**src/common/adc_demux_pkg.sv**
```systemverilog
package adc_demux_pkg;

    // Register byte offsets on the Wishbone slave
    localparam logic [3:0] OFF_CTRL = 4'h0;
    localparam logic [3:0] OFF_STATUS = 4'h4;
    localparam logic [3:0] OFF_IRQ_STAT = 4'h8;
    localparam logic [3:0] OFF_IRQ_MASK = 4'hc;

    // Control register field positions
    localparam int CTRL_SPLIT_BIT = 0;
    localparam int CTRL_RATE_BIT = 1;

    // Status register field positions
    localparam int STAT_DROP_BIT = 0;
    localparam int STAT_PAIR_BIT = 1;
    localparam int STAT_READY_BIT = 2;
    localparam int STAT_MODE_LSB = 3;

    // Interrupt bit positions and width
    localparam int IRQ_W = 2;
    localparam int IRQ_OVER_BIT = 0;
    localparam int IRQ_MODE_BIT = 1;

    // Values after reset
    localparam logic CTRL_SPLIT_RESET = 1'b0;
    localparam logic CTRL_RATE_RESET = 1'b0;
    localparam logic [IRQ_W-1:0] IRQ_RESET = 2'h0;

    // Conversion code width and special offset-binary codes
    localparam int CODE_W = 8;
    localparam logic [CODE_W-1:0] CODE_RESET = 8'h00;
    localparam logic [CODE_W-1:0] CODE_FULL = 8'hff;
    localparam logic [CODE_W-1:0] CODE_ZERO = 8'h00;
    localparam logic [CODE_W-1:0] CODE_MID_LO = 8'h7f;
    localparam logic [CODE_W-1:0] CODE_MID_HI = 8'h80;

    // Output modes, Gray coded along pass, split, decimate
    typedef enum logic [1:0] {
        PASSTHROUGH_MODE = 2'b00,
        HALFRATE_SPLIT_MODE = 2'b01,
        QUARTER_DECIMATE_MODE = 2'b11
    } mode_e;

    // Mode from the two select bits; rate is ignored while split is off
    function automatic mode_e decode_mode(input logic split, input logic rate);
        if (!split) begin
            return PASSTHROUGH_MODE;
        end
        return rate ? QUARTER_DECIMATE_MODE : HALFRATE_SPLIT_MODE;
    endfunction

endpackage

```
**src/pin_sync.sv**
```systemverilog
`timescale 1ns/1ns
`default_nettype none

// Two-stage synchroniser for a group of asynchronous pin levels
module pin_sync #(
    parameter int WIDTH = 1
) (
    // Clock and reset
    input wire logic clk_i,
    input wire logic rst_i,
    // Asynchronous levels in, synchronised levels out
    input wire logic [WIDTH-1:0] async_i,
    output logic [WIDTH-1:0] sync_o
);

    logic [WIDTH-1:0] stage1; // First stage, read only by the second

    // Both stages clear on reset, then shift every edge
    always_ff @(posedge clk_i) begin
        if (rst_i) begin
            stage1 <= '0;
            sync_o <= '0;
        end else begin
            stage1 <= async_i;
            sync_o <= stage1;
        end
    end

endmodule

`default_nettype wire

```
**src/adc_output_demux.sv**
```systemverilog
// The register offsets and register access over Wishbone were chosen for this implementation.
`timescale 1ns/1ns
`default_nettype none

module adc_output_demux (
    // Clock and reset
    input wire logic clk_i,
    input wire logic rst_i,
    // Wishbone classic slave
    input wire logic wb_cyc_i,
    input wire logic wb_stb_i,
    input wire logic wb_we_i,
    input wire logic [3:0] wb_adr_i,
    input wire logic [3:0] wb_sel_i,
    input wire logic [31:0] wb_dat_i,
    output logic [31:0] wb_dat_o,
    output logic wb_ack_o,
    // Converter side, asynchronous to clk_i
    input wire logic sample_clk_i,
    input wire logic [7:0] code_i,
    input wire logic over_i,
    // Formatted output ports
    output logic [7:0] prim_data_o,
    output logic [7:0] aux_data_o,
    output logic data_ready_clock_o,
    output logic overrange_o,
    // Interrupt
    output logic irq_o
);

    // Synchronised pin group: sampling clock, over flag, code
    logic [9:0] pins_sync;
    logic sclk_s; // Synchronised sampling clock
    logic sclk_d; // Previous synchronised sampling clock
    logic sclk_rise; // Sampling clock rising edge seen
    logic sclk_fall; // Sampling clock falling edge seen
    logic [7:0] code_s; // Synchronised code
    logic over_s; // Synchronised above-full-scale level

    // Conditioned sample
    logic [7:0] samp_code;
    logic samp_over;

    // Control and mode state
    logic ctrl_split; // Split enable bit
    logic ctrl_rate; // Rate select bit
    adc_demux_pkg::mode_e mode_now; // Mode decoded from control
    adc_demux_pkg::mode_e mode_q; // Mode seen last cycle
    logic mode_chg; // Mode changed this cycle
    logic is_pass; // Pass-through mode active
    logic drop_phase; // Quarter mode: high on the sample to drop
    logic pair_phase; // Split modes: high when older word is held
    logic kept; // This edge carries a kept sample
    logic upd; // This edge updates the output ports
    logic [7:0] hold_code; // Older sample of a pair
    logic hold_over; // Overrange of the older sample
    logic next_over; // Flag value for the coming update

    // Bus and interrupt state
    logic bus_req; // Request present and not yet answered
    logic wr_fire; // Write takes effect at this edge
    logic [adc_demux_pkg::IRQ_W-1:0] irq_stat; // Sticky event bits
    logic [adc_demux_pkg::IRQ_W-1:0] irq_mask; // Interrupt enables
    logic [adc_demux_pkg::IRQ_W-1:0] irq_set; // Events this cycle
    logic [adc_demux_pkg::IRQ_W-1:0] irq_clr; // Write-one-to-clear bits
    logic [31:0] rd_mux; // Read data selected by address

    // Pins pass two flip-flops before any logic reads them
    pin_sync #(
        .WIDTH(10)
    ) u_pin_sync (
        .clk_i(clk_i),
        .rst_i(rst_i),
        .async_i({sample_clk_i, over_i, code_i}),
        .sync_o(pins_sync)
    );

    assign sclk_s = pins_sync[9];
    assign over_s = pins_sync[8];
    assign code_s = pins_sync[7:0];

    // Edge detector on the synchronised sampling clock
    always_ff @(posedge clk_i) begin
        if (rst_i) begin
            sclk_d <= 1'b0;
        end else begin
            sclk_d <= sclk_s;
        end
    end

    assign sclk_rise = sclk_s & ~sclk_d;
    assign sclk_fall = ~sclk_s & sclk_d;

    // Offset-binary code passes unchanged, clamped at full scale
    assign samp_code = over_s ? adc_demux_pkg::CODE_FULL : code_s;
    // Flag only alongside the all-ones code, so zero code is clear
    assign samp_over = over_s & (samp_code == adc_demux_pkg::CODE_FULL);

    // Mode selection and update qualifiers
    assign mode_now = adc_demux_pkg::decode_mode(ctrl_split, ctrl_rate);
    assign mode_chg = (mode_now != mode_q);
    assign is_pass = (mode_now == adc_demux_pkg::PASSTHROUGH_MODE);
    assign kept = (mode_now != adc_demux_pkg::QUARTER_DECIMATE_MODE) | ~drop_phase;
    assign upd = sclk_rise & ~mode_chg & kept & (is_pass | pair_phase);
    assign next_over = is_pass ? samp_over : (samp_over | hold_over);

    // Mode tracking and sample phases; a mode change restarts them
    always_ff @(posedge clk_i) begin
        if (rst_i) begin
            mode_q <= adc_demux_pkg::PASSTHROUGH_MODE;
            drop_phase <= 1'b0;
            pair_phase <= 1'b0;
        end else begin
            mode_q <= mode_now;
            if (mode_chg) begin
                drop_phase <= 1'b0;
                pair_phase <= 1'b0;
            end else if (sclk_rise) begin
                drop_phase <= ~drop_phase;
                if (kept && !is_pass) begin
                    pair_phase <= ~pair_phase;
                end
            end
        end
    end

    // Older word of a pair waits here for its partner
    always_ff @(posedge clk_i) begin
        if (rst_i) begin
            hold_code <= adc_demux_pkg::CODE_RESET;
            hold_over <= 1'b0;
        end else if (sclk_rise && !mode_chg && kept && !is_pass && !pair_phase) begin
            hold_code <= samp_code;
            hold_over <= samp_over;
        end
    end

    // Output ports load together on each update
    always_ff @(posedge clk_i) begin
        if (rst_i) begin
            prim_data_o <= adc_demux_pkg::CODE_RESET;
            aux_data_o <= adc_demux_pkg::CODE_RESET;
            overrange_o <= 1'b0;
        end else if (upd) begin
            prim_data_o <= samp_code;
            aux_data_o <= is_pass ? prim_data_o : hold_code;
            overrange_o <= next_over;
        end
    end

    // Data-ready clock: rises with each update, falls half a period on
    always_ff @(posedge clk_i) begin
        if (rst_i) begin
            data_ready_clock_o <= 1'b0;
        end else if (mode_chg) begin
            data_ready_clock_o <= 1'b0;
        end else if (upd) begin
            data_ready_clock_o <= 1'b1;
        end else if (sclk_rise && kept && !is_pass) begin
            data_ready_clock_o <= 1'b0;
        end else if (sclk_fall && is_pass) begin
            data_ready_clock_o <= 1'b0;
        end
    end

    // Wishbone request qualifiers; a write lands on the acked edge
    assign bus_req = wb_cyc_i & wb_stb_i & ~wb_ack_o;
    assign wr_fire = wb_cyc_i & wb_stb_i & wb_we_i & wb_ack_o;

    // Ack one cycle after the request, dropped the cycle after
    always_ff @(posedge clk_i) begin
        if (rst_i) begin
            wb_ack_o <= 1'b0;
        end else begin
            wb_ack_o <= bus_req;
        end
    end

    // Control register write
    always_ff @(posedge clk_i) begin
        if (rst_i) begin
            ctrl_split <= adc_demux_pkg::CTRL_SPLIT_RESET;
            ctrl_rate <= adc_demux_pkg::CTRL_RATE_RESET;
        end else if (wr_fire && wb_adr_i == adc_demux_pkg::OFF_CTRL && wb_sel_i[0]) begin
            ctrl_split <= wb_dat_i[adc_demux_pkg::CTRL_SPLIT_BIT];
            ctrl_rate <= wb_dat_i[adc_demux_pkg::CTRL_RATE_BIT];
        end
    end

    // Interrupt events and their write-one-to-clear strobes
    assign irq_set = {mode_chg, upd & next_over};
    assign irq_clr = (wr_fire && wb_adr_i == adc_demux_pkg::OFF_IRQ_STAT && wb_sel_i[0])
        ? wb_dat_i[adc_demux_pkg::IRQ_W-1:0] : '0;

    // Sticky status: a new event beats a clear in the same cycle
    always_ff @(posedge clk_i) begin
        if (rst_i) begin
            irq_stat <= adc_demux_pkg::IRQ_RESET;
        end else begin
            irq_stat <= (irq_stat & ~irq_clr) | irq_set;
        end
    end

    // Interrupt mask register
    always_ff @(posedge clk_i) begin
        if (rst_i) begin
            irq_mask <= adc_demux_pkg::IRQ_RESET;
        end else if (wr_fire && wb_adr_i == adc_demux_pkg::OFF_IRQ_MASK && wb_sel_i[0]) begin
            irq_mask <= wb_dat_i[adc_demux_pkg::IRQ_W-1:0];
        end
    end

    assign irq_o = |(irq_stat & irq_mask);

    // Read selection; unmapped offsets read as zero
    always_comb begin
        rd_mux = 32'h0000_0000;
        case (wb_adr_i)
            adc_demux_pkg::OFF_CTRL: begin
                rd_mux[adc_demux_pkg::CTRL_SPLIT_BIT] = ctrl_split;
                rd_mux[adc_demux_pkg::CTRL_RATE_BIT] = ctrl_rate;
            end
            adc_demux_pkg::OFF_STATUS: begin
                rd_mux[adc_demux_pkg::STAT_DROP_BIT] = drop_phase;
                rd_mux[adc_demux_pkg::STAT_PAIR_BIT] = pair_phase;
                rd_mux[adc_demux_pkg::STAT_READY_BIT] = data_ready_clock_o;
                rd_mux[adc_demux_pkg::STAT_MODE_LSB +: 2] = mode_now;
            end
            adc_demux_pkg::OFF_IRQ_STAT: begin
                rd_mux[adc_demux_pkg::IRQ_W-1:0] = irq_stat;
            end
            adc_demux_pkg::OFF_IRQ_MASK: begin
                rd_mux[adc_demux_pkg::IRQ_W-1:0] = irq_mask;
            end
            default: begin
                rd_mux = 32'h0000_0000;
            end
        endcase
    end

    // Read data captured with the request, valid while ack is high
    always_ff @(posedge clk_i) begin
        if (rst_i) begin
            wb_dat_o <= 32'h0000_0000;
        end else if (bus_req) begin
            wb_dat_o <= rd_mux;
        end
    end
endmodule

`default_nettype wire

```
**config.mk**
```make
export PLATFORM = sky130hd
export DESIGN_NAME = adc_output_demux
export DESIGN_NICKNAME = d
export VERILOG_FILES = /design/src/common/adc_demux_pkg.sv /design/src/pin_sync.sv /design/src/adc_output_demux.sv
export SDC_FILE = /design/constraint.sdc
export NUM_CORES = 1
export LEC_CHECK = 0
export BUFFER_PORTS_ARGS = -buffer_cell sky130_fd_sc_hd__buf_2
export CELL_PAD_IN_SITES_DETAIL_PLACEMENT = 2
export CELL_PAD_IN_SITES_GLOBAL_PLACEMENT = 2
export CORE_ASPECT_RATIO = 0.5
export CORE_MARGIN = 5
export CORE_UTILIZATION = 28
export CTS_CLUSTER_DIAMETER = 60
export DETAILED_ROUTE_END_ITERATION = 8
export GPL_ROUTABILITY_DRIVEN = 0
export GPL_TIMING_DRIVEN = 1
export PLACE_DENSITY_LB_ADDON = 0.05
export SLEW_MARGIN = 20
export SYNTH_ARGS = -nofsm -noshare
export SYNTH_HDL_FRONTEND = slang
export SYNTH_SLANG_ARGS = --single-unit
```
**constraint.sdc**
```tcl
create_clock -name clk_i -period 1.6 [get_ports clk_i]
set_input_delay 0.32 -clock clk_i [delete_from_list [all_inputs] [get_ports clk_i]]
set_output_delay 0.32 -clock clk_i [all_outputs]
set_load 0.01 [all_outputs]
```
==> results.tsv, run 1 <==
stage	metric	value	unit
run_status	run_status	completed	
finish	drive_gt1_frac	0.278	
global_routing	grt_pass1_wl	11400	µm
logic_synthesis	synthesis.area_per_instance	10.1	µm²
drt	vias	1966	
sta	setup_total_negative_slack	0	ns
drt	detail_route.iter0.violations	73	
sta	hold_viol_final	0	
logic_synthesis	synth-edff-count	0	
setup_path	critical_path.cell_chain	xnor2_2, and4_1, buf_12, nor2_1, a211oi_1	
finish	area.growth.synth_to_final	21.8	%
sta	fmax	705	MHz
drt	detail_route.wirelength	6790	µm
drt	drt-pass1-iter-count	4	
clock_tree	worst_skew_pair.late_latency	0.33	ns
run	cap_violations	0	
placed_design	dpl.hpwl	4790	µm
global_routing	grt_pass1_vias	2208	
setup_path	timing.reg2reg.setup_slack	0.18	ns
sta	finalSetupViolations	0	
logic_synthesis	synthesis.instances	261	
drt	remaining_drc_errors	0	
drt	drtAntennaViolNets	0	
clock_tree	cts.path.max_buffers	2	
logic_synthesis	synth_area_leaders	sky130_fd_sc_hd__dfxtp_1, sky130_fd_sc_hd__buf_4, sky130_fd_sc_hd__nor2b_1	
logic_synthesis	synth.cell_area	2640	µm²
logic_synthesis	yosys_warnings	0	
die	core_area	9320	µm²
setup_path	critical_path_required	1.83	ns
placed_design	placed_area	2920	µm²
logic_synthesis	number_of_different_library_cells_in_the_post_synthesis_netlist	39	
placed_design	buffer_ports.inserted	46	
hold_path	holdCritStartpoint	code_i[5]	
die	ios	107	
clock_tree	cts_htree_levels	3	
setup_path	regToRegStartpoint	ctrl_rate$_SDFFE_PP0P_	
setup_path	criticalPathCategory	reg2reg	
drt	vias_per_cell	4.50	
sta	finalWorstPathRequiredPeriod	1.42	ns
finish	final_nets	366	
logic_synthesis	synth_area_leader_cell	sky130_fd_sc_hd__dfxtp_1	
die	floorplan.die.width	147	µm
die	dieArea	11600	µm²
finish	final_area	3220	µm²
sta	period_share	0.886	
clock_tree	cts.sinks	64	
clock_tree	hold_buffers	0	
pwr	power.static_leakage	0.00127	µW
logic_synthesis	postSynth.topFlopCell	sky130_fd_sc_hd__dfxtp_1	
setup_path	cell_type_of_the_slowest_stage_on_the_worst_timing_path	sky130_fd_sc_hd__dfxtp_1	
logic_synthesis	share_of_synthesized_flip_flops_with_an_asynchronous_set_or_reset	0	
die	core.rowCount	25	
drt	routedWlPerCell	15.5	µm
sta	grt_setup_unrepaired	false	
sta	slew_violations	0	
clock_tree	clock-root-buffer	sky130_fd_sc_hd__clkbuf_16	
logic_synthesis	synth_top_cell_area_share	0.485	
global_routing	overall_global_routing_resource_usage	0.126	
logic_synthesis	yosys_register_bits	64	
die	initial_core_util	0.283	
setup_path	cp-end-kind	flip-flop	
global_routing	maximum_number_of_pins_on_one_net_before_global_route_repair	47	
clock_tree	cts_tree	yes	
setup_path	startpoint_type_of_the_worst_setup_path	flip-flop	
hold_path	holdPathEnd	u_pin_sync.stage1[5]$_SDFF_PP0_	
die	die_h	78.7	µm
sta	clock_skew	0.00797	ns
clock_tree	cts-buffers-inserted	9	
global_routing	grt_overflow	0	
setup_path	crit_fanout	16	
setup_path	critical-path-max-stage-delay	0.35	ns
setup_path	worst_ep_arrival_time	1.65	ns
finish	fin_util	0.345	
setup_path	r2r.worst_path.cells	5	
clock_tree	clk_transition_reported_paths	0.06	ns
pwr	power.density	1170	nW/µm²
global_routing	antenna_violations_before_repair	0	
finish	antenna_cells	0	
setup_path	worst_r2r_endpoint	hold_code[5]$_SDFFE_PP0P_	
pwr	vdd_drop_max	0.464	mV
hold_path	timing.hold.worst_path_depth	2	
logic_synthesis	seq_area_frac_synth	0.485	
hold_path	hold_class	in2reg	
## logic make-up (layout without fill, tap and decap cells)
family | Yosys count | after routing | share of synthesized area
buffers and inverters | 46 | 75 | 0.122
flip-flops | 64 | 64 | 0.485
multiplexers | 15 | 15 | 0.0678
AND/OR/NAND/NOR | 77 | 77 | 0.154
AO/OA/AOI/OAI | 55 | 55 | 0.160
XOR/XNOR | 3 | 3 | 0.00995
other | 1 | 27 | 0.00142
## cell type report
type	instances	area [µm²]
clock buffers	12	256
clock inverters	4	28.8
fillers	1049	6110
inverters	1	3.75
multi-input cells	177	1150
flip-flops and latches	64	1280
well taps	121	151
repair buffers	58	345
## cells in the mapped netlist, types with 2 or more instances
cell type	instances
sky130_fd_sc_hd__nor2b_1	22
sky130_fd_sc_hd__nand3_1	4
sky130_fd_sc_hd__a21oi_1	18
sky130_fd_sc_hd__nor3_1	7
sky130_fd_sc_hd__buf_2	4
sky130_fd_sc_hd__mux2i_1	13
sky130_fd_sc_hd__nand2_1	2
sky130_fd_sc_hd__buf_4	30
sky130_fd_sc_hd__buf_6	2
sky130_fd_sc_hd__and3_1	2
sky130_fd_sc_hd__dfxtp_1	64
sky130_fd_sc_hd__xnor2_1	2
sky130_fd_sc_hd__a32oi_1	2
sky130_fd_sc_hd__a211oi_2	10
sky130_fd_sc_hd__a211oi_1	15
sky130_fd_sc_hd__nand2b_1	2
sky130_fd_sc_hd__nor2_1	30
sky130_fd_sc_hd__a22oi_1	4
sky130_fd_sc_hd__clkbuf_1	8
## report_power, final
part           leakage (µW)  internal [µW]  switching (µW)
sequential         0.000523           1650            28.9
combinational      0.000608           99.6             156
clock              0.000135           1130             704
total               0.00127           2880             889
## layer usage
metal | global-route usage | part of all wire
met1 | 0.155 | 0.48
met2 | 0.199 | 0.44
met3 | 0.0536 | 0.058
met4 | 0.0446 | 0.014
met5 | 0 | 0
## metrics by stage
| step | setup slack, ns | std cells | hold slack [ns] | power [µW] |
|---|---|---|---|---|
| global route | 0.0597 | 437 | 0.199 | 3950 |
| global placement | 0.0766 | 421 | 0.424 | 1960 |
| CTS | 0.0665 | 437 | 0.187 | 3830 |
| floorplan | 0.182 | 287 | 0.414 | 1920 |
| finish | 0.182 | 437 | 0.199 | 3770 |
| detailed placement | 0.0788 | 421 | 0.430 | 1970 |
## how the worst max path moves through the flow
stage	startpoint	to	slack, ns	cells past startpoint
6_report	ctrl_rate$_SDFFE_PP0P_	hold_code[5]$_SDFFE_PP0P_	0.18	5
5_1_grt	sclk_d$_SDFF_PP0_	aux_data_o[7]$_SDFFE_PP0P_	0.06	4
4_1_cts	ctrl_rate$_SDFFE_PP0P_	hold_code[5]$_SDFFE_PP0P_	0.07	5
3_5_place_dp	wb_adr_i[0]	ctrl_split$_SDFFE_PP0P_	0.08	5
3_3_place_gp	wb_adr_i[0]	ctrl_split$_SDFFE_PP0P_	0.08	5
2_1_floorplan	ctrl_rate$_SDFFE_PP0P_	prim_data_o[2]$_SDFFE_PP0P_	0.18	7
## critical path: cells and delay by family (launching register included)
family | cells | cell delay, ns
xor+xnor | 1 | 0.23
buf+inv | 1 | 0.17
simple gates | 2 | 0.36
compound gates | 1 | 0.21
flops | 1 | 0.35
## registers in the layout, indices dropped and copies added, names as in the netlist
name / flops
u_pin_sync.stage1: 10
u_pin_sync.sync_o: 10
aux_data_o: 8
hold_code: 8
prim_data_o: 8
wb_dat_o: 5
irq_mask: 2
irq_stat: 2
mode_q: 2
ctrl_rate: 1
ctrl_split: 1
data_ready_clock_o: 1
drop_phase: 1
hold_over: 1
overrange_o: 1
pair_phase: 1
sclk_d: 1
wb_ack_o: 1
## cells in the final DEF, fill, tap and decap left out, drive strengths merged
cell,count
a21oi,18
a22o,1
nor2,30
xnor2,2
nand3,4
o21ai,1
clkinvlp,2
inv,1
nand2,2
a31o,1
and2b,1
xor2,1
dfxtp,64
nand4b,1
a211oi,25
clkbuf,12
clkinv,2
mux2i,13
a41oi,1
buf,58
a22oi,4
mux4,2
conb,27
nor3,7
a32o,1
and3b,1
a32oi,2
and3,2
nand3b,1
and2,1
and4,1
a31oi,1
nand2b,2
nor4,1
nand4bb,1
nor2b,22
## what timing repair did
item                       CTS  global route
resized for setup            0             3
setup buffers                0             0
setup endpoints to repair    0            12
(Power assumes the default switching activity.)
==> inputs of run 2 (changes only) <==
--- a/config.mk
+++ b/config.mk
@@ -5,12 +5,12 @@
 export SDC_FILE = /design/constraint.sdc
 export NUM_CORES = 1
 export LEC_CHECK = 0
-export BUFFER_PORTS_ARGS = -buffer_cell sky130_fd_sc_hd__buf_2
+export BUFFER_PORTS_ARGS = -buffer_cell sky130_fd_sc_hd__clkbuf_2
 export CELL_PAD_IN_SITES_DETAIL_PLACEMENT = 2
 export CELL_PAD_IN_SITES_GLOBAL_PLACEMENT = 2
 export CORE_ASPECT_RATIO = 0.5
 export CORE_MARGIN = 5
-export CORE_UTILIZATION = 28
+export CORE_UTILIZATION = 26
 export CTS_CLUSTER_DIAMETER = 60
 export DETAILED_ROUTE_END_ITERATION = 8
 export GPL_ROUTABILITY_DRIVEN = 0
==> run 2 against run 1 <==
Clock power up 16%. Design area rose by 2.5%. Worst setup slack lost 0.040 ns. Sequential power is essentially flat. Maximum frequency fell by 2.8%. Routed wire length is essentially flat. Critical path depth down 1. Critical path type unchanged. Critical endpoint is now prim_data_o[7]$_SDFFE_PP0P_. Largest power group unchanged.
==> results.tsv, run 2 (synthesis results as in run 1) <==
stage	metric	value	unit
run_status	run_status	completed	
setup_path	timing.reg2reg.setup_slack	0.14	ns
drt	vias	1981	
placed_design	dpl.hpwl	4820	µm
finish	layout_top_registers	u_pin_sync.stage1: 10 flops, u_pin_sync.sync_o: 10 flops	
drt	drt-pass1-iter-count	4	
finish	antenna_cells	0	
finish	drive_gt1_frac	0.286	
sta	hold_viol_final	0	
global_routing	maximum_number_of_pins_on_one_net_before_global_route_repair	46	
global_routing	antenna_violations_before_repair	0	
sta	finalWorstPathRequiredPeriod	1.46	ns
pwr	seq_power_share	0.411	
sta	grt_setup_unrepaired	false	
run	cap_violations	0	
drt	routedWlPerCell	14.8	µm
setup_path	crit_fanout	18	
clock_tree	worst_skew_pair.late_latency	0.32	ns
global_routing	overall_global_routing_resource_usage	0.113	
drt	detail_route.wirelength	6790	µm
finish	mostFrequentLayoutCells	sky130_fd_sc_hd__dfxtp_1, sky130_fd_sc_hd__clkbuf_2, sky130_fd_sc_hd__nor2_1, sky130_fd_sc_hd__conb_1, sky130_fd_sc_hd__nor2b_1	
sta	finalSetupViolations	0	
clock_tree	cts.sinks	64	
setup_path	startpoint_type_of_the_worst_setup_path	flip-flop	
drt	vias_per_cell	4.33	
hold_path	holdCritStartpoint	code_i[5]	
finish	mostFrequentLayoutCell	sky130_fd_sc_hd__dfxtp_1	
die	die_h	81.3	µm
sta	period_share	0.912	
pwr	p_sw	914	µW
finish	final_nets	368	
setup_path	r2r.worst_path.cells	4	
drt	detail_route.iter0.violations	48	
finish	area.growth.synth_to_final	24.9	%
setup_path	worst_r2r_endpoint	prim_data_o[7]$_SDFFE_PP0P_	
setup_path	regToRegStartpoint	ctrl_split$_SDFFE_PP0P_	
setup_path	worst_ep_arrival_time	1.65	ns
hold_path	hold_class	in2reg	
pwr	pwr-share-clk	0.526	
clock_tree	cts.path.max_buffers	2	
finish	post_route_insts_no_fill	458	
pwr	share_comb_of_total_power	0.063	
pwr	power.density	1230	nW/µm²
global_routing	grt_overflow	0	
sta	fmax	686	MHz
die	dieArea	12400	µm²
clock_tree	cts-buffers-inserted	9	
pwr	p_int	3150	µW
setup_path	cp-endpoint	prim_data_o[7]$_SDFFE_PP0P_	
sta	setup_total_negative_slack	0	ns
die	core.rowCount	26	
global_routing	grt_pass1_wl	10900	µm
clock_tree	cts_htree_levels	3	
drt	drtAntennaViolNets	0	
die	initial_core_util	0.263	
setup_path	criticalPathCategory	reg2reg	
setup_path	cp-end-kind	flip-flop	
die	ios	107	
die	core_area	10100	µm²
clock_tree	hold_buffers	0	
clock_tree	cts_tree	yes	
drt	remaining_drc_errors	0	
pwr	sw_frac_of_total	0.225	
setup_path	critical_path_required	1.79	ns
setup_path	worstSetupStartpoint	ctrl_split$_SDFFE_PP0P_	
global_routing	grt_pass1_vias	2113	
clock_tree	clk_transition_reported_paths	0.06	ns
placed_design	place_inst	442	
placed_design	buffer_ports.inserted	46	
die	floorplan.die.width	153	µm
pwr	power.static_leakage	0.00128	µW
pwr	vdd_drop_max	0.491	mV
sta	clock_skew	0.00543	ns
sta	slew_violations	0	
finish	layout.filler_cells	1140	
clock_tree	clock-root-buffer	sky130_fd_sc_hd__clkbuf_16	
[run 2: changes by cell type in the layout (fill, tap and decap cells not counted), moves of 2 or more]
cell / previous run / this run
sky130_fd_sc_hd__bufinv_16: 0 / 2
sky130_fd_sc_hd__clkbuf_2: 0 / 46
sky130_fd_sc_hd__buf_4: 10 / 12
sky130_fd_sc_hd__buf_2: 46 / 0
[run 2: per-stage QoR]
step	instance area (µm²)	power, µW	worst slack [ns]	utilization	hold slack, ns
final	3300	4070	0.141	0.328	0.203
after global routing	3300	4250	0.0209	0.328	0.197
after global placement	2960	1960	0.112	0.294	0.419
after detailed placement	2960	1970	0.0909	0.294	0.426
after CTS	3290	4150	0.0663	0.327	0.191
after floorplan	2740	1920	0.182	-	0.414
[run 2: power by group through the flow]
| stage | clock network [µW] | registers (µW) | logic (µW) |
|---|---|---|---|
| after global placement | 0 | 1710 | 253 |
| after CTS | 2210 | 1670 | 259 |
| after detailed placement | 0 | 1710 | 257 |
| after global routing | 2280 | 1680 | 287 |
| after floorplan | 0 | 1710 | 208 |
| final | 2140 | 1670 | 256 |
[run 2: per-layer routing]
metal  vias to the layer above  GRT usage  wire, µm
li1                        962          -         -
met1                       947      0.137      3380
met2                        64      0.183      2920
met3                         8     0.0500       405
met4                         0     0.0347        84
met5                         -          0         0
[run 2: area by class of cell]
class                      count  area, µm²  area share
sequential                    64       1280       0.389
multi-input combinational    177       1140       0.347
timing repair buffer          60        360       0.109
clock buffer                  10        239      0.0725
tap                          140        175      0.0531
clock inverter                 6       92.6      0.0281
inverter                       1       3.75     0.00114
[run 2: how the worst min path moves through the flow]
stage | to | slack, ns | cells past startpoint
after floorplan | u_pin_sync.sync_o[0]$_SDFF_PP0_ | 0.41 | 1
after global placement | u_pin_sync.sync_o[9]$_SDFF_PP0_ | 0.42 | 1
after detailed placement | u_pin_sync.sync_o[6]$_SDFF_PP0_ | 0.43 | 1
after CTS | u_pin_sync.stage1[6]$_SDFF_PP0_ | 0.19 | 2
after global routing | u_pin_sync.stage1[6]$_SDFF_PP0_ | 0.20 | 2
final | u_pin_sync.stage1[5]$_SDFF_PP0_ | 0.20 | 2
[run 2: worst max-delay path, stage by stage, from the launching register on]
cell                       delay (ns)
sky130_fd_sc_hd__dfxtp_2         0.35
sky130_fd_sc_hd__nor3_1          0.30
sky130_fd_sc_hd__a31o_1          0.19
sky130_fd_sc_hd__and2_4          0.34
sky130_fd_sc_hd__a211oi_1        0.13
[run 2: repair_timing]
| item | in CTS | in global routing |
|---|---|---|
| resized for setup | 0 | 3 |
| setup endpoints to repair | 0 | 2 |
| buffers inserted | 0 | 0 |
| hold endpoints to repair | 0 | 0 |
